$ cat config.mk
export PLATFORM = sky130hd
export DESIGN_NAME = cmc_mode_ctrl
export DESIGN_NICKNAME = d
export VERILOG_FILES = /design/src/verilog/cmc_pkg.sv /design/src/verilog/cmc_mode_ctrl.sv
export VERILOG_INCLUDE_DIRS = /design/src /design/src/verilog
export SDC_FILE = /design/constraint.sdc
export NUM_CORES = 1
export LEC_CHECK = 0
export BUFFER_PORTS_ARGS = -buffer_cell sky130_fd_sc_hd__buf_4
export CAP_MARGIN = 20
export CORE_ASPECT_RATIO = 0.8
export CORE_MARGIN = 3
export CORE_UTILIZATION = 38
export CTS_CLUSTER_SIZE = 28
export DETAILED_ROUTE_END_ITERATION = 10
export GPL_TIMING_DRIVEN = 0
export SLEW_MARGIN = 20
export SYNTH_ARGS = -nofsm -noshare
export SYNTH_HDL_FRONTEND = slang
export SYNTH_SLANG_ARGS = --single-unit
$ cat constraint.sdc
create_clock -name clk -period 2.55 [get_ports clk]
set_input_delay 0.51 -clock clk [delete_from_list [all_inputs] [get_ports clk]]
set_output_delay 0.51 -clock clk [all_outputs]
set_load 0.02 [all_outputs]
$ cat src/verilog/cmc_regs.svh
`ifndef CMC_REGS_SVH
`define CMC_REGS_SVH
// register byte offsets on the AXI4-Lite bus
`define CMC_OFF_CTRL      12'h000
`define CMC_OFF_CHGPARAM  12'h004
`define CMC_OFF_LIMITS    12'h008
`define CMC_OFF_STATUS    12'h00C
// control register fields
`define CMC_CTRL_CHG_EN     0
`define CMC_CTRL_BST_EN     1
`define CMC_CTRL_HIZ_REQ    2
`define CMC_CTRL_BSW_DIS    3
`define CMC_CTRL_PULSE_SKIP_DISABLE    4
`define CMC_CTRL_TS_IGN     5
`define CMC_CTRL_RECHG_SEL  6
`define CMC_CTRL_BMIN_SEL   7
`define CMC_CTRL_BOOST_VOLTAGE_SELECT_LSB 8
`define CMC_CTRL_RESET      32'h0000_0201
// charge parameters in mV / mA / hours
`define CMC_CHGPARAM_RESET  32'h0A3C_0154
`define CMC_VREG_MV         16'h1068
`define CMC_PRECHG_MA       8'h28
// limits: input current limit mA low half, input voltage limit mV high half
`define CMC_LIMITS_RESET    32'h1194_01F4
`define CMC_SOFTSTART_MA    16'h00C8
// input source codes reported in the status register: boosting, no source, adapter
`define CMC_SRC_BOOST       3'h7
`define CMC_SRC_NONE        3'h0
`define CMC_SRC_ADAPTER     3'h3
// blink: 1 Hz, toggle every 500 ms at 50 MHz
`define CMC_CLK_HZ          32'h02FA_F080
`define CMC_BLINK_HALF      (`CMC_CLK_HZ / 2)
`define CMC_IRQ_PULSE       8'h32
`endif

$ cat src/verilog/cmc_pkg.sv
package cmc_pkg;
   typedef enum logic [2:0] {
      CMC_IDLE   = 3'b000,
      CMC_CHARGE = 3'b001,
      CMC_DONE   = 3'b011,
      CMC_BOOST  = 3'b010,
      CMC_HIZ    = 3'b110,
      CMC_FAULT  = 3'b111
   } cmc_state_t;

   typedef struct packed {
      logic adapter;
      logic conv_running;
      logic sys_below_short;
      logic sys_in_reg;
      logic sys_below_bat;
      logic sys_at_min;
      logic bat_above_boost_min;
      logic bat_above_depletion;
      logic bat_above_recharge;
      logic bat_above_lowv;
      logic charge_current_setting_below_term;
      logic charge_current_setting_zero;
      logic iin_over;
      logic vin_under;
      logic ts_fault;
      logic ts_boost_ok;
      logic timer_fault;
      logic thermal_reg;
      logic vbus_below_sleep;
      logic chg_en_pin_n;
   } cmc_sense_t;

   typedef struct packed {
      logic        awdone;
      logic        wdone;
      logic [11:0] awaddr;
      logic [31:0] wdata;
      logic [3:0]  wstrb;
      logic        bvalid;
      logic [1:0]  bresp;
      logic        rvalid;
      logic [31:0] rdata;
      logic [1:0]  rresp;
   } cmc_bus_t;

   typedef struct packed {
      cmc_bus_t    bus;
      logic [31:0] ctrl;
      logic [31:0] chgparam;
      logic [31:0] limits;
      cmc_sense_t  s1;
      cmc_sense_t  s2;
      cmc_state_t  state;
      logic        trig_prev;
      logic        adapter_prev;
      logic        supplement;
      logic        bat_switch;
      logic        blink;
      logic [31:0] blink_cnt;
      logic [7:0]  irq_cnt;
      logic        irq_n;
      logic        stat_pin;
      logic [1:0]  phase;
      logic [2:0]  src;
      logic        pfm_on;
      logic        rbfet_on;
      logic        internal_regulator_on;
      logic        boost_on;
      logic [15:0] iin_cap;
      logic        chg_reduce;
      logic        vloop;
      logic        iloop;
      logic        minsys;
   } cmc_st_t;
endpackage : cmc_pkg

$ cat src/verilog/cmc_mode_ctrl.sv
// Function
// RL1: soft start caps input current at min(200mA,limit)
// RL2: battery switch off when charging disabled; code still turns it on in boost, in supplement, or with the converter stopped
// RL3: pulse-skip default on, disable bit turns off; code clears it only with system out of regulation or in boost
// RL4: high impedance request enters high impedance state
// RL5: boost level from four-way select, 5V default
// RL6: boost only when all enable conditions hold
// RL7: report code 111 while boosting
// RL8: input blocking switch off during boost
// RL9: auto switch charge and boost on adapter
// RL10: flag minimum system regulation
// RL11: reduce charge current on input overload
// RL12: flag limiting input voltage/current loop
// RL13: supplement mode when system below battery
// RL14: leave supplement below depletion threshold
// RL15: default charge parameters, host may overwrite
// RL16: start charge only when all conditions hold
// RL17: terminate on low current, no regulation
// RL18: recharge when battery below recharge threshold
// RL19: restart on enable toggle or adapter replug
// RL20: status pin low charging, high done, blinking fault
// RL21: phase code 00/01/10/11
// RL22: interrupt pulse on charge completion
// RL23: blink status pin at 1Hz on timer fault
// RL24: status reads reflect present state
`timescale 1ns/10ps
`include "cmc_regs.svh"
module cmc_mode_ctrl
   import cmc_pkg::*;
#(
   parameter int BLINK_HALF = `CMC_BLINK_HALF
)(
   input  wire logic        clk,
   input  wire logic        srst,
   input  wire logic [11:0] s_axi_awaddr,
   input  wire logic        s_axi_awvalid,
   output logic             s_axi_awready,
   input  wire logic [31:0] s_axi_wdata,
   input  wire logic [3:0]  s_axi_wstrb,
   input  wire logic        s_axi_wvalid,
   output logic             s_axi_wready,
   output logic [1:0]       s_axi_bresp,
   output logic             s_axi_bvalid,
   input  wire logic        s_axi_bready,
   input  wire logic [11:0] s_axi_araddr,
   input  wire logic        s_axi_arvalid,
   output logic             s_axi_arready,
   output logic [31:0]      s_axi_rdata,
   output logic [1:0]       s_axi_rresp,
   output logic             s_axi_rvalid,
   input  wire logic        s_axi_rready,
   input  wire cmc_sense_t  sense,
   output logic             battery_switch,
   output logic             input_blocking_switch,
   output logic             internal_regulator,
   output logic             boost_enable,
   output logic [1:0]       boost_voltage_select,
   output logic             pulse_skip_enable,
   output logic [15:0]      input_current_cap,
   output logic             charge_reduce,
   output logic             charge_status_pin,
   output logic             host_interrupt_n,
   output logic             high_impedance_state
);

   cmc_st_t r_reg;
   cmc_st_t r_next;

   function automatic logic [31:0] merge(input logic [31:0] old, input logic [31:0] d,
                                        input logic [3:0] be);
      logic [31:0] m;
      m = old;
      for (int i = 0; i < 4; i++)
         if (be[i])
            m[i*8 +: 8] = d[i*8 +: 8];
      return m;
   endfunction : merge

   logic       chg_en;
   logic       bst_en;
   logic       bsw_dis;
   logic       start_ok;
   logic       boost_ok;
   logic       term_ok;
   logic       trig;
   logic       aw_fire;
   logic       w_fire;
   logic       ar_fire;
   logic [15:0] iin_lim;
   cmc_sense_t s;

   always_comb
   begin
      r_next = r_reg;
      s = r_reg.s2;
      chg_en = r_reg.ctrl[`CMC_CTRL_CHG_EN];
      bst_en = r_reg.ctrl[`CMC_CTRL_BST_EN];
      bsw_dis = r_reg.ctrl[`CMC_CTRL_BSW_DIS];
      iin_lim = r_reg.limits[15:0];
      // pins pass two flops before use
      r_next.s1 = sense;
      r_next.s2 = r_reg.s1;

      // bus slave: address and data taken in either order
      aw_fire = s_axi_awvalid && !r_reg.bus.awdone && !r_reg.bus.bvalid;
      w_fire = s_axi_wvalid && !r_reg.bus.wdone && !r_reg.bus.bvalid;
      if (aw_fire)
      begin
         r_next.bus.awdone = 1'b1;
         r_next.bus.awaddr = s_axi_awaddr;
      end
      if (w_fire)
      begin
         r_next.bus.wdone = 1'b1;
         r_next.bus.wdata = s_axi_wdata;
         r_next.bus.wstrb = s_axi_wstrb;
      end
      if (r_reg.bus.awdone && r_reg.bus.wdone)
      begin
         r_next.bus.awdone = 1'b0;
         r_next.bus.wdone = 1'b0;
         r_next.bus.bvalid = 1'b1;
         r_next.bus.bresp = 2'h0;
         case (r_reg.bus.awaddr[11:2])
            10'(`CMC_OFF_CTRL >> 2):
               r_next.ctrl = merge(r_reg.ctrl, r_reg.bus.wdata, r_reg.bus.wstrb);
            10'(`CMC_OFF_CHGPARAM >> 2): // RL15
               r_next.chgparam = merge(r_reg.chgparam, r_reg.bus.wdata, r_reg.bus.wstrb);
            10'(`CMC_OFF_LIMITS >> 2):
               r_next.limits = merge(r_reg.limits, r_reg.bus.wdata, r_reg.bus.wstrb);
            10'(`CMC_OFF_STATUS >> 2):
               r_next.bus.bresp = 2'h0;
            default:
               r_next.bus.bresp = 2'h2;
         endcase
      end
      if (r_reg.bus.bvalid && s_axi_bready)
         r_next.bus.bvalid = 1'b0;

      ar_fire = s_axi_arvalid && !r_reg.bus.rvalid;
      if (ar_fire)
      begin
         r_next.bus.rvalid = 1'b1;
         r_next.bus.rresp = 2'h0;
         case (s_axi_araddr[11:2])
            10'(`CMC_OFF_CTRL >> 2):     r_next.bus.rdata = r_reg.ctrl;
            10'(`CMC_OFF_CHGPARAM >> 2): r_next.bus.rdata = r_reg.chgparam;
            10'(`CMC_OFF_LIMITS >> 2):   r_next.bus.rdata = r_reg.limits;
            10'(`CMC_OFF_STATUS >> 2): // RL24
               r_next.bus.rdata = {16'h0000, 4'h0, r_reg.state, r_reg.supplement,
                                   r_reg.iloop, r_reg.vloop, r_reg.minsys,
                                   r_reg.phase, r_reg.src};
            default:
            begin
               r_next.bus.rdata = 32'h0000_0000;
               r_next.bus.rresp = 2'h2;
            end
         endcase
      end
      else if (r_reg.bus.rvalid && s_axi_rready)
         r_next.bus.rvalid = 1'b0;

      // start, boost and termination qualifiers
      start_ok = s.conv_running && chg_en && (r_reg.chgparam[15:0] != 16'h0000) // RL16
                 && !s.chg_en_pin_n && (!s.ts_fault || r_reg.ctrl[`CMC_CTRL_TS_IGN])
                 && !s.timer_fault && !bsw_dis;
      boost_ok = !bsw_dis && !chg_en && bst_en && s.bat_above_boost_min // RL6
                 && s.vbus_below_sleep && (s.ts_boost_ok || r_reg.ctrl[`CMC_CTRL_TS_IGN]);
      // with both bits set, adapter absence lets boost follow automatically
      if (chg_en && bst_en && !s.adapter) // RL9
         boost_ok = !bsw_dis && s.bat_above_boost_min && s.vbus_below_sleep
                    && (s.ts_boost_ok || r_reg.ctrl[`CMC_CTRL_TS_IGN]);
      term_ok = s.charge_current_setting_below_term && s.bat_above_recharge && !s.iin_over // RL17
                && !s.vin_under && !s.thermal_reg;
      // a toggle of either enable or an adapter replug restarts after done
      trig = chg_en && !s.chg_en_pin_n;
      r_next.trig_prev = trig;
      r_next.adapter_prev = s.adapter;

      case (r_reg.state)
         CMC_IDLE:
            if (s.adapter && r_reg.ctrl[`CMC_CTRL_HIZ_REQ])
               r_next.state = CMC_HIZ; // RL4
            else if (s.adapter && start_ok)
               r_next.state = CMC_CHARGE; // RL9
            else if (!s.adapter && boost_ok)
               r_next.state = CMC_BOOST;
         CMC_CHARGE:
            if (!s.adapter || !start_ok)
               r_next.state = s.timer_fault ? CMC_FAULT : CMC_IDLE;
            else if (r_reg.ctrl[`CMC_CTRL_HIZ_REQ])
               r_next.state = CMC_HIZ;
            else if (term_ok)
            begin
               r_next.state = CMC_DONE;
               r_next.irq_cnt = `CMC_IRQ_PULSE; // RL22
            end
         CMC_DONE:
            if (!s.adapter || (trig && !r_reg.trig_prev)) // RL19
               r_next.state = CMC_IDLE;
            else if (!s.bat_above_recharge && start_ok)
               r_next.state = CMC_CHARGE; // RL18
            else if (r_reg.ctrl[`CMC_CTRL_HIZ_REQ])
               r_next.state = CMC_HIZ;
         CMC_BOOST:
            if (s.adapter || !boost_ok)
               r_next.state = CMC_IDLE; // RL9
         CMC_HIZ:
            if (!s.adapter || !r_reg.ctrl[`CMC_CTRL_HIZ_REQ])
               r_next.state = CMC_IDLE;
         CMC_FAULT:
            if (!s.adapter || !s.timer_fault)
               r_next.state = CMC_IDLE;
         default:
            r_next.state = CMC_IDLE;
      endcase

      // supplement mode entry and exit
      if (s.charge_current_setting_zero && s.sys_below_bat && s.conv_running)
         r_next.supplement = 1'b1; // RL13
      if (!s.bat_above_depletion)
         r_next.supplement = 1'b0; // RL14

      // battery switch: on while charging, supplementing, or no converter
      r_next.bat_switch = ((r_reg.state == CMC_CHARGE) && chg_en) // RL2
                          || r_reg.supplement || (!s.conv_running && !bsw_dis
                                                 && s.bat_above_depletion);
      if (r_reg.state == CMC_BOOST)
         r_next.bat_switch = 1'b1;

      r_next.boost_on = (r_reg.state == CMC_BOOST);
      r_next.rbfet_on = s.adapter && (r_reg.state != CMC_BOOST) // RL8
                        && (r_reg.state != CMC_HIZ); // RL4
      r_next.internal_regulator_on = (r_reg.state != CMC_HIZ) && (s.adapter || r_reg.state == CMC_BOOST);
      r_next.pfm_on = !(r_reg.ctrl[`CMC_CTRL_PULSE_SKIP_DISABLE] // RL3
                        && (!s.sys_in_reg || r_reg.state == CMC_BOOST));
      r_next.iin_cap = (s.sys_below_short && iin_lim > `CMC_SOFTSTART_MA) // RL1
                       ? `CMC_SOFTSTART_MA : iin_lim;
      r_next.chg_reduce = s.iin_over || s.vin_under; // RL11
      r_next.iloop = s.iin_over; // RL12
      r_next.vloop = s.vin_under; // RL12
      r_next.minsys = s.sys_at_min; // RL10
      r_next.src = (r_reg.state == CMC_BOOST) ? `CMC_SRC_BOOST // RL7
                   : (s.adapter ? `CMC_SRC_ADAPTER : `CMC_SRC_NONE);

      case (r_reg.state) // RL21
         CMC_CHARGE: r_next.phase = s.bat_above_lowv ? 2'b10 : 2'b01;
         CMC_DONE:   r_next.phase = 2'b11;
         default:    r_next.phase = 2'b00;
      endcase

      // 1 Hz blink generator, free running so it starts in phase with nothing
      if (r_reg.blink_cnt >= 32'(BLINK_HALF - 1))
      begin
         r_next.blink_cnt = 32'h0000_0000;
         r_next.blink = !r_reg.blink; // RL23
      end
      else
         r_next.blink_cnt = r_reg.blink_cnt + 32'h0000_0001;
      case (r_reg.state) // RL20
         CMC_CHARGE: r_next.stat_pin = 1'b0;
         CMC_FAULT:  r_next.stat_pin = r_reg.blink; // RL23
         default:    r_next.stat_pin = 1'b1;
      endcase

      if (r_reg.irq_cnt != 8'h00)
         r_next.irq_cnt = r_reg.irq_cnt - 8'h01;
      r_next.irq_n = (r_reg.irq_cnt == 8'h00); // RL22
   end

   always_ff @(posedge clk)
   begin
      if (srst)
      begin
         r_reg <= '0;
         r_reg.ctrl <= `CMC_CTRL_RESET;
         r_reg.chgparam <= `CMC_CHGPARAM_RESET; // RL15
         r_reg.limits <= `CMC_LIMITS_RESET;
         r_reg.state <= CMC_IDLE;
         r_reg.irq_n <= 1'b1;
         r_reg.stat_pin <= 1'b1;
         r_reg.pfm_on <= 1'b1;
         r_reg.s1.chg_en_pin_n <= 1'b1;
         r_reg.s2.chg_en_pin_n <= 1'b1;
      end
      else
         r_reg <= r_next;
   end

   assign s_axi_awready = !r_reg.bus.awdone && !r_reg.bus.bvalid;
   assign s_axi_wready = !r_reg.bus.wdone && !r_reg.bus.bvalid;
   assign s_axi_bvalid = r_reg.bus.bvalid;
   assign s_axi_bresp = r_reg.bus.bresp;
   assign s_axi_arready = !r_reg.bus.rvalid;
   assign s_axi_rvalid = r_reg.bus.rvalid;
   assign s_axi_rdata = r_reg.bus.rdata;
   assign s_axi_rresp = r_reg.bus.rresp;
   assign battery_switch = r_reg.bat_switch;
   assign input_blocking_switch = r_reg.rbfet_on;
   assign internal_regulator = r_reg.internal_regulator_on;
   assign boost_enable = r_reg.boost_on;
   assign boost_voltage_select = r_reg.ctrl[`CMC_CTRL_BOOST_VOLTAGE_SELECT_LSB +: 2]; // RL5
   assign pulse_skip_enable = r_reg.pfm_on;
   assign input_current_cap = r_reg.iin_cap;
   assign charge_reduce = r_reg.chg_reduce;
   assign charge_status_pin = r_reg.stat_pin;
   assign host_interrupt_n = r_reg.irq_n;
   assign high_impedance_state = (r_reg.state == CMC_HIZ);

endmodule : cmc_mode_ctrl

==> results.cfg, run 1 <==
[clock_tree]
setup_fix_buffers_added_after_clock_tree_synthesis = 0
cts_made_buffers = 31
cts_num_sinks = 296
clk_pin_slew_worst_paths_ns = 0.06
cts-root-to-sink-buffers = 3
clock_insertion_delay_worst_skew_ns = 0.55
cts.root.buffer_cell = sky130_fd_sc_hd__clkbuf_16
cts-htree-levels = 1
cts_tree = done

[sta]
min_period_ns = 2.35
timing.final.hold_violations = 0
finalSetupViolations = 0
fmaxAchievable_mhz = 425
setup_slack_ns = 0.196
final.setup.tns_ns = 0
finalClockSkew_ns = 0.0130
slew_headroom_pct = 48.0
timing.final.crit_share_pct = 92.3
tightest_slew_ns = 0.771
final-max-slew-violation-count = 0
rsz_0062_raised_after_global_routing = no

[yosys]
synth.distinct_cells = 68
dominantRegCellSynth = sky130_fd_sc_hd__dfxtp_1
number_of_synthesized_register_bits = 296
mappedNetlistArea_mm2 = 0.0118
synth_top_cells_by_count = sky130_fd_sc_hd__dfxtp_1, sky130_fd_sc_hd__nor2_1, sky130_fd_sc_hd__nand2_1, sky130_fd_sc_hd__mux2i_1, sky130_fd_sc_hd__a21oi_1
yosysSeqAreaShare_pct = 50.4
synth.top_cells.by_area = sky130_fd_sc_hd__dfxtp_1, sky130_fd_sc_hd__mux2i_1, sky130_fd_sc_hd__nor2_1
synthDominantCellAreaShare_pct = 50.4
netlist.top_cell.by_area = sky130_fd_sc_hd__dfxtp_1
post_synth_edffs = 0
postSynthCellCount = 1270
synth_async_sr_flop_share_pct = 0
ys_warn_count = 0
synth.avg_cell_area_um2 = 9.25
synthMostInstantiatedCell = sky130_fd_sc_hd__dfxtp_1

[power_and_ir_drop]
power.share.combinational_pct = 10.8
power.internal_mw = 7.94
power.total_mw = 10.6
leakagePower_nw = 6.04
clock_power_share_pct = 42.1
pwr_density_cell_mw_per_mm2 = 734
peakVddDrop_uv = 468
p_seq_share_pct = 47.1
power.switching_mw = 2.64
net_switching_fraction_of_the_power_pct = 25.0

[cells_and_area]
fill_cells = 2887
diodes = 0
largest_register_ffs = 192
nets = 1547
drive_above_1_share_pct = 20.7
area_growth_syn_to_layout_pct = 22.5

[global_routing]
antenna_found_initial = 1
global_route.overflow_total = 0
first_global_vias = 8804
largest_net_degree_at_the_start_of_global_routing = 15
total_global_routing_track_utilization_pct = 18.7
grt_first_pass_wirelength_um = 49200

[floorplan]
dieWidth_um = 203
top_level_ports = 155
design.die.area_mm2 = 0.0331
core_mm2 = 0.0298
die_h_um = 163
placementRows = 56
initial_core_util_pct = 39.4

[detailed_routing]
route.detailed.drc = 0
drt_first_pass_iters = 5
detailroute.via_count = 9237
detailed_route_wire_length_per_cell_um = 16.8
wirelength_um = 31600
post_drt_via_cell_ratio = 4.90
drt-initial-drc-count = 690
ant_nets = 0

[place]
place.gp.congestion = 0.863
dpl_worst_slack_ns = 0.0500
hpwl_um = 23500
port-buffer-count = 146

[worst_setup_path]
worst-setup-path-type = flip-flop to flip-flop
cp_data_required_time_ns = 2.98
cp.buffers_inverters = 0
cp_slowest_stage_delay_ns = 0.46
critPathArrivalTime_ns = 2.79
dominant_delay_contributor_by_cell_family_on_the_critical_path = simple AND/OR/NAND/NOR gates
timing.critical_path.cells = nor4_1 > nand4_1 > nand3_1 > mux2i_1 > nand3b_4 > mux2_4
endpoint_kind = flip-flop
crit_fanout = 6
setup.worst_path.start_class = flip-flop
cpMaxStageDelayCell = sky130_fd_sc_hd__nor4_1

[outcome]
run_status = finished, final reports clean

[run]
drv_cap = 0

[worst_hold_path]
worstHoldPathType = primary input to flip-flop
-- what timing repair did --
action,CTS,global route
gates resized for setup,0,2
endpoints found under the hold margin,0,0
hold buffers,0,0
setup endpoints to repair,0,1
-- final timing paths --
kind | startpoint | cells after the start | to | slack, ns
hold reg to reg | r_next[79] | 1 | r_reg[79] | 0.43
hold / removal | s_axi_rready | 2 | s_axi_rvalid | 0.15
setup reg to reg | r_reg[160] | 6 | r_reg[76] | 0.20
setup / recovery | r_reg[160] | 6 | r_reg[76] | 0.20
-- power by group through the flow --
stage / Clock (mW) / Combinational [mW] / Sequential (mW)
finish: 4.45 / 1.14 / 4.98
global route: 4.74 / 1.27 / 5.01
CTS: 4.54 / 1.14 / 4.98
detailed placement: 0 / 1.14 / 5.08
global placement: 0 / 1.13 / 5.08
floorplan: 0 / 0.746 / 5.04
-- logic make-up after synthesis --
group	synth area share, %
adder cells (fa/ha/maj)	0.319
AND/OR/NAND/NOR	21.6
multiplexers	9.34
other	0.0319
buffers and inverters	6.58
XOR/XNOR	1.86
flip-flops	50.4
AO/OA/AOI/OAI	9.80
-- layout make-up --
type,instances,area [um2],share of cell area (%)
clock buffers,42,887,6.16
inverters,23,86.3,0.600
repair buffers,146,1100,7.61
clock inverters,14,126,0.878
flip-flops and latches,296,5930,41.2
multi-input cells,838,5080,35.3
plain buffers,121,688,4.78
well taps,406,508,3.53
-- layout by cell type (no fill, tap or decap), types with 3 or more instances in the layout --
cell	count
sky130_fd_sc_hd__buf_2	9
sky130_fd_sc_hd__buf_4	201
sky130_fd_sc_hd__clkbuf_1	50
sky130_fd_sc_hd__dfxtp_1	296
sky130_fd_sc_hd__or2_2	7
sky130_fd_sc_hd__nand3_2	6
sky130_fd_sc_hd__o21ai_0	30
sky130_fd_sc_hd__a22o_1	9
sky130_fd_sc_hd__nand2b_1	3
sky130_fd_sc_hd__mux2i_1	98
sky130_fd_sc_hd__and3_1	7
sky130_fd_sc_hd__clkinv_2	11
sky130_fd_sc_hd__and4_1	3
sky130_fd_sc_hd__clkbuf_8	7
sky130_fd_sc_hd__nor4_1	13
sky130_fd_sc_hd__nand4_1	8
sky130_fd_sc_hd__a21oi_1	56
sky130_fd_sc_hd__a22oi_1	21
sky130_fd_sc_hd__xor2_1	18
sky130_fd_sc_hd__a221oi_1	9
sky130_fd_sc_hd__nor2b_1	55
sky130_fd_sc_hd__a211o_1	22
sky130_fd_sc_hd__buf_1	8
sky130_fd_sc_hd__nor3_1	28
sky130_fd_sc_hd__and2_1	18
sky130_fd_sc_hd__conb_1	9
sky130_fd_sc_hd__clkbuf_16	31
sky130_fd_sc_hd__nor2_1	183
sky130_fd_sc_hd__nand3_1	14
sky130_fd_sc_hd__a211oi_1	6
sky130_fd_sc_hd__nand2_1	145
sky130_fd_sc_hd__xnor2_1	7
sky130_fd_sc_hd__mux2_2	7
sky130_fd_sc_hd__ha_1	3
sky130_fd_sc_hd__inv_1	23
sky130_fd_sc_hd__nor3b_1	5
-- metrics by stage --
stage          hold slack [ns]  cells  utilization [%]  cell area (um2)
6_report                 0.149   1886             48.2            14400
5_1_grt                  0.139   1886             48.2            14400
4_1_cts                  0.130   1886             48.2            14400
3_5_place_dp             0.423   1830             44.8            13400
3_3_place_gp             0.414   1830             44.8            13400
2_1_floorplan            0.389   1278                -            11800
-- layer usage --
metal  global-route usage [%]  share of wire [%]  vias up
met5                        0              0.063        -
met4                     3.40                1.4        2
met3                     3.49                6.4       34
met2                     28.1                 43      264
met1                     28.1                 50     4323
li1                         -                  -     4614
No activity file was read; power rests on OpenSTA's default activity.
==> run 2, diff against run 1 <==
CAP_MARGIN = unset   (was 20)
CORE_ASPECT_RATIO = unset   (was 0.8)
CORE_MARGIN = unset   (was 3)
==> results.cfg, run 2 (same netlist as run 1, synthesis figures left out) <==
[clock_tree]
cts-htree-levels = 1
cts-root-to-sink-buffers = 3
cts.root.buffer_cell = sky130_fd_sc_hd__clkbuf_16
hold_buffers = 0
clk_pin_slew_worst_paths_ns = 0.06
cts_tree = done
cts_made_buffers = 31
cts_num_sinks = 296
clock_insertion_delay_worst_skew_ns = 0.57

[sta]
timing.final.crit_share_pct = 94.2
min_period_ns = 2.40
rsz_0062_raised_after_global_routing = no
final.setup.tns_ns = 0
whs_ns = 0.119
finalSetupViolations = 0
timing.final.hold_violations = 0
finalClockSkew_ns = 0.0195
final-max-slew-violation-count = 0
fmaxAchievable_mhz = 416
tightest_slew_ns = 0.819
slew_headroom_pct = 45.4

[power_and_ir_drop]
power.total_mw = 10.6
leakagePower_nw = 6.03
pwr_density_cell_mw_per_mm2 = 736
peakVddDrop_uv = 651

[detailed_routing]
route.detailed.drc = 0
detailroute.via_count = 9242
ant_nets = 0
wirelength_um = 30900
detailed_route_wire_length_per_cell_um = 16.5
post_drt_via_cell_ratio = 4.93
drt_first_pass_iters = 5
drt-initial-drc-count = 544

[place]
hpwl_um = 22500
placed_area_mm2 = 0.0134
port-buffer-count = 146
place.gp.congestion = 0.876

[worst_setup_path]
crit_fanout = 10
setup.worst_path.start_class = flip-flop
critPathArrivalTime_ns = 1.89
endpoint_kind = primary output
ff2ff_path_depth = 6
cp_data_required_time_ns = 2.04
worst-setup-path-type = flip-flop to primary output

[global_routing]
largest_net_degree_at_the_start_of_global_routing = 16
first_global_vias = 8675
global_route.overflow_total = 0
antenna_found_initial = 1
total_global_routing_track_utilization_pct = 19.4
grt_first_pass_wirelength_um = 47300

[worst_hold_path]
hold_path_depth = 2
worstHoldPathType = primary input to flip-flop

[outcome]
run_status = finished, final reports clean

[cells_and_area]
layout.cells.most_common = sky130_fd_sc_hd__dfxtp_1
largest_register_ffs = 192
finish.instance_area_mm2 = 0.0144
nets = 1547
mostFrequentLayoutCells = sky130_fd_sc_hd__dfxtp_1, sky130_fd_sc_hd__buf_4, sky130_fd_sc_hd__nor2_1
drive_above_1_share_pct = 20.6
layout.core_utilization_pct = 47.2
area_growth_syn_to_layout_pct = 22.5

[floorplan]
core_mm2 = 0.0305
initial_core_util_pct = 38.5
top_level_ports = 155
dieWidth_um = 178
placementRows = 64
design.die.area_mm2 = 0.0316
die_h_um = 178

[run]
drv_cap = 0
run 2: critical path, stage by stage (launching register included):
cell	delay, ns
sky130_fd_sc_hd__dfxtp_1	0.37
sky130_fd_sc_hd__clkbuf_1	0.38
sky130_fd_sc_hd__nor2b_1	0.27
sky130_fd_sc_hd__and2_1	0.17
sky130_fd_sc_hd__buf_4	0.14
run 2: per-layer routing:
| layer | vias up | GRT usage, % | part of all wire, % |
|---|---|---|---|
| met5 | - | 0 | 0.055 |
| met3 | 60 | 3.45 | 5.4 |
| met1 | 4336 | 25.5 | 46 |
| li1 | 4609 | - | - |
| met2 | 235 | 31.9 | 46 |
| met4 | 2 | 6.59 | 3.0 |
run 2: worst paths after layout:
kind,end,slack [ns],startpoint
hold reg to reg,r_reg[79],0.42,r_next[79]
setup / recovery,high_impedance_state,0.15,r_reg[77]
setup reg to reg,r_reg[76],0.25,r_reg[160]
hold / removal,s_axi_rvalid,0.12,s_axi_rready
run 2: timing repair:
item | 4_1_cts | 5_1_grt
gates resized for setup | 0 | 1
setup buffers | 0 | 0
setup endpoints to repair | 0 | 1
run 2: cell type report:
| cell class | instances | area (um2) |
|---|---|---|
| inverters | 23 | 86.3 |
| multi-input cells | 838 | 5090 |
| well taps | 396 | 495 |
| plain buffers | 121 | 687 |
| flip-flops and latches | 296 | 5930 |
| clock buffers | 44 | 905 |
| repair buffers | 146 | 1100 |
| clock inverters | 10 | 108 |
| fillers | 2915 | 16100 |
| diodes | 1 | 2.50 |
run 2: power by group:
group	total, mW	leakage, nW	internal (mW)	switching [mW]
clock network	4.48	0.506	2.65	1.83
registers	4.98	2.41	4.82	0.157
logic	1.14	3.11	0.485	0.652
total	10.6	6.03	7.95	2.64
run 2: per-stage QoR:
stage / setup WS [ns] / std cells
6_report: 0.149 / 1875
5_1_grt: 0.0542 / 1874
4_1_cts: 0.113 / 1874
3_5_place_dp: 0.0133 / 1820
3_3_place_gp: 0.110 / 1820
2_1_floorplan: 0.707 / 1278
==> run 3, diff against run 2 <==
ABC_AREA = 1   (was unset)
==> results.cfg, run 3 <==
[outcome]
run_status = finished, final reports clean

[run]
drv_cap = 0

[clock_tree]
cts_num_sinks = 296
clock_insertion_delay_worst_skew_ns = 0.52
cts_tree = done
cts.root.buffer_cell = sky130_fd_sc_hd__clkbuf_16
setup_fix_buffers_added_after_clock_tree_synthesis = 0
hold_buffers = 0
cts-htree-levels = 2
cts-root-to-sink-buffers = 3
cts_made_buffers = 34
ctsResizeCount = 0
clk_pin_slew_worst_paths_ns = 0.06

[global_routing]
grt_first_pass_wirelength_um = 53700
first_global_vias = 9899
globalRouteMet3Util_pct = 4.27
antenna_found_initial = 0
total_global_routing_track_utilization_pct = 20.9
largest_net_degree_at_the_start_of_global_routing = 14
groute.layer.met2.usage_pct = 32.8
global_route.overflow_total = 0
grt-busiest-layer = met2
gr_layer_usage_met1_pct = 28.7

[cells_and_area]
largest_register_ffs = 192
layout.cells.most_common = sky130_fd_sc_hd__dfxtp_1
mostFrequentLayoutCells = sky130_fd_sc_hd__dfxtp_1, sky130_fd_sc_hd__nor2_1, sky130_fd_sc_hd__nand2_1
area_growth_syn_to_layout_pct = 21.8
layout.core_utilization_pct = 47.0
diodes = 0
drive_above_1_share_pct = 21.0
finish.instance_area_mm2 = 0.0148
nets = 1859

[sta]
timing.final.hold_violations = 0
slew_headroom_pct = 47.1
fmaxAchievable_mhz = 499
final.setup.tns_ns = 0
finalSetupViolations = 0
finalClockSkew_ns = 0.0221
rsz_0062_raised_after_global_routing = no
tightest_slew_ns = 0.794
min_period_ns = 2.01
final-max-slew-violation-count = 0
timing.final.crit_share_pct = 78.7

[power_and_ir_drop]
power.internal_mw = 7.78
peakVddDrop_uv = 386
clock_power_share_pct = 42.4
leakagePower_nw = 6.33
power.total_mw = 10.4
net_switching_fraction_of_the_power_pct = 25.5
p_seq_share_pct = 47.7
power.switching_mw = 2.67
pwr_density_cell_mw_per_mm2 = 705
power.share.combinational_pct = 9.9

[yosys]
synth.top_cells.by_area = sky130_fd_sc_hd__dfxtp_1, sky130_fd_sc_hd__nor2_1, sky130_fd_sc_hd__nand2_1
synth_top_cells_by_count = sky130_fd_sc_hd__dfxtp_1, sky130_fd_sc_hd__nor2_1, sky130_fd_sc_hd__nand2_1, sky130_fd_sc_hd__inv_1, sky130_fd_sc_hd__o21ai_0
mappedNetlistArea_mm2 = 0.0122
synth_async_sr_flop_share_pct = 0
postSynthCellCount = 1577
dominantRegCellSynth = sky130_fd_sc_hd__dfxtp_1
synth.avg_cell_area_um2 = 7.72
synthMostInstantiatedCell = sky130_fd_sc_hd__dfxtp_1
yosysSeqAreaShare_pct = 48.7
synth.distinct_cells = 55
number_of_synthesized_register_bits = 296
ys_warn_count = 0
post_synth_edffs = 0
netlist.top_cell.by_area = sky130_fd_sc_hd__dfxtp_1
synthDominantCellAreaShare_pct = 48.7

[worst_setup_path]
timing.critical_path.cells = buf_2 > nand2_1 > nor2_1 > buf_4
cp_data_required_time_ns = 2.04
regToRegStartpoint = r_reg[293]
setup.worst_path.start_class = flip-flop
cp.buffers_inverters = 2
worst-setup-path-type = flip-flop to primary output
dominant_delay_contributor_by_cell_family_on_the_critical_path = buffers and inverters
crit_fanout = 10
cpMaxStageDelayCell = sky130_fd_sc_hd__dfxtp_1
cp_slowest_stage_delay_ns = 0.30
endpoint_kind = primary output
startpoint = r_reg[77]
critPathArrivalTime_ns = 1.50

[worst_hold_path]
worstHoldPathType = primary input to flip-flop
hold_path_startpoint = s_axi_bready

[detailed_routing]
drt_first_pass_iters = 5
ant_nets = 0
detailed_route_wire_length_per_cell_um = 15.4
wirelength_um = 33800
route.detailed.drc = 0
drt-initial-drc-count = 839
post_drt_via_cell_ratio = 4.78
detailroute.via_count = 10458

[floorplan]
top_level_ports = 155
die_h_um = 181
design.die.area_mm2 = 0.0327
core_mm2 = 0.0316
placementRows = 65
dieWidth_um = 181
initial_core_util_pct = 38.6

[place]
port-buffer-count = 148
place.gp.congestion = 0.903
hpwl_um = 25500
placed_area_mm2 = 0.0138
run 3: cell types whose count changed in the layout (fill, tap and decap cells not counted), sizes merged, moves of 18 or more:
cell,previous run,this run
o211ai,1,19
nand3,20,84
a22oi,21,0
inv,24,150
nor2,187,291
o21ai,30,149
mux2i,98,0
a211o,23,0
a21oi,56,107
nor2b,55,0
nand2,145,272
run 3: layer usage:
| layer | up-vias | part of all wire (%) | wire, um |
|---|---|---|---|
| li1 | 5378 | - | - |
| met1 | 4701 | 46 | 15700 |
| met2 | 318 | 44 | 14800 |
| met3 | 61 | 7.0 | 2350 |
| met4 | 0 | 2.7 | 908 |
| met5 | - | 0 | 0 |
run 3: final timing paths:
check / end / slack [ns] / cells after the start
setup / recovery: high_impedance_state / 0.54 / 4
hold / removal: s_axi_bvalid / 0.18 / 2
setup reg to reg: r_reg[209] / 0.57 / 7
hold reg to reg: r_reg[80] / 0.40 / 2
run 3: worst register-to-register path, cell delays in order, from the launching register on:
cell                       delay (ns)
sky130_fd_sc_hd__dfxtp_1         0.30
sky130_fd_sc_hd__or2_2           0.33
sky130_fd_sc_hd__nor2_2          0.35
sky130_fd_sc_hd__nand2_2         0.24
sky130_fd_sc_hd__clkinv_2        0.19
sky130_fd_sc_hd__nand2_1         0.23
sky130_fd_sc_hd__nand2_1         0.14
sky130_fd_sc_hd__a21oi_1         0.06
run 3: cell type report:
class / count / area (um2)
Fill cell: 3191 / 16700
Sequential cell: 296 / 5930
Multi-Input combinational cell: 1017 / 4940
Timing Repair Buffer: 148 / 1110
Clock buffer: 42 / 921
Buffer: 120 / 757
Inverter: 152 / 573
Tap cell: 402 / 503
Clock inverter: 13 / 91.3
run 3: metrics by stage:
| step | cells | setup WS, ns | hold WS [ns] |
|---|---|---|---|
| floorplan | 1585 | 0.857 | 0.388 |
| global placement | 2135 | 0.116 | 0.390 |
| detailed placement | 2135 | 0.155 | 0.392 |
| CTS | 2190 | 0.508 | 0.161 |
| global route | 2190 | 0.423 | 0.167 |
| finish | 2190 | 0.544 | 0.180 |
run 3: power by group through the flow:
stage	logic, mW	registers, mW	clock network, mW
5_1_grt	1.16	5.00	4.75
6_report	1.03	4.98	4.43
3_5_place_dp	1.03	5.08	0
3_3_place_gp	1.01	5.08	0
4_1_cts	1.04	4.98	4.54
2_1_floorplan	0.659	5.04	0
run 3: cells by family after synthesis:
| logic type | after synthesis | synth area share [%] |
|---|---|---|
| compound gates | 286 | 13.5 |
| xor+xnor | 7 | 0.504 |
| fa+ha+maj | 3 | 0.309 |
| buf+inv | 272 | 10.9 |
| flops | 296 | 48.7 |
| other cells | 1 | 0.0308 |
| simple gates | 712 | 26.0 |
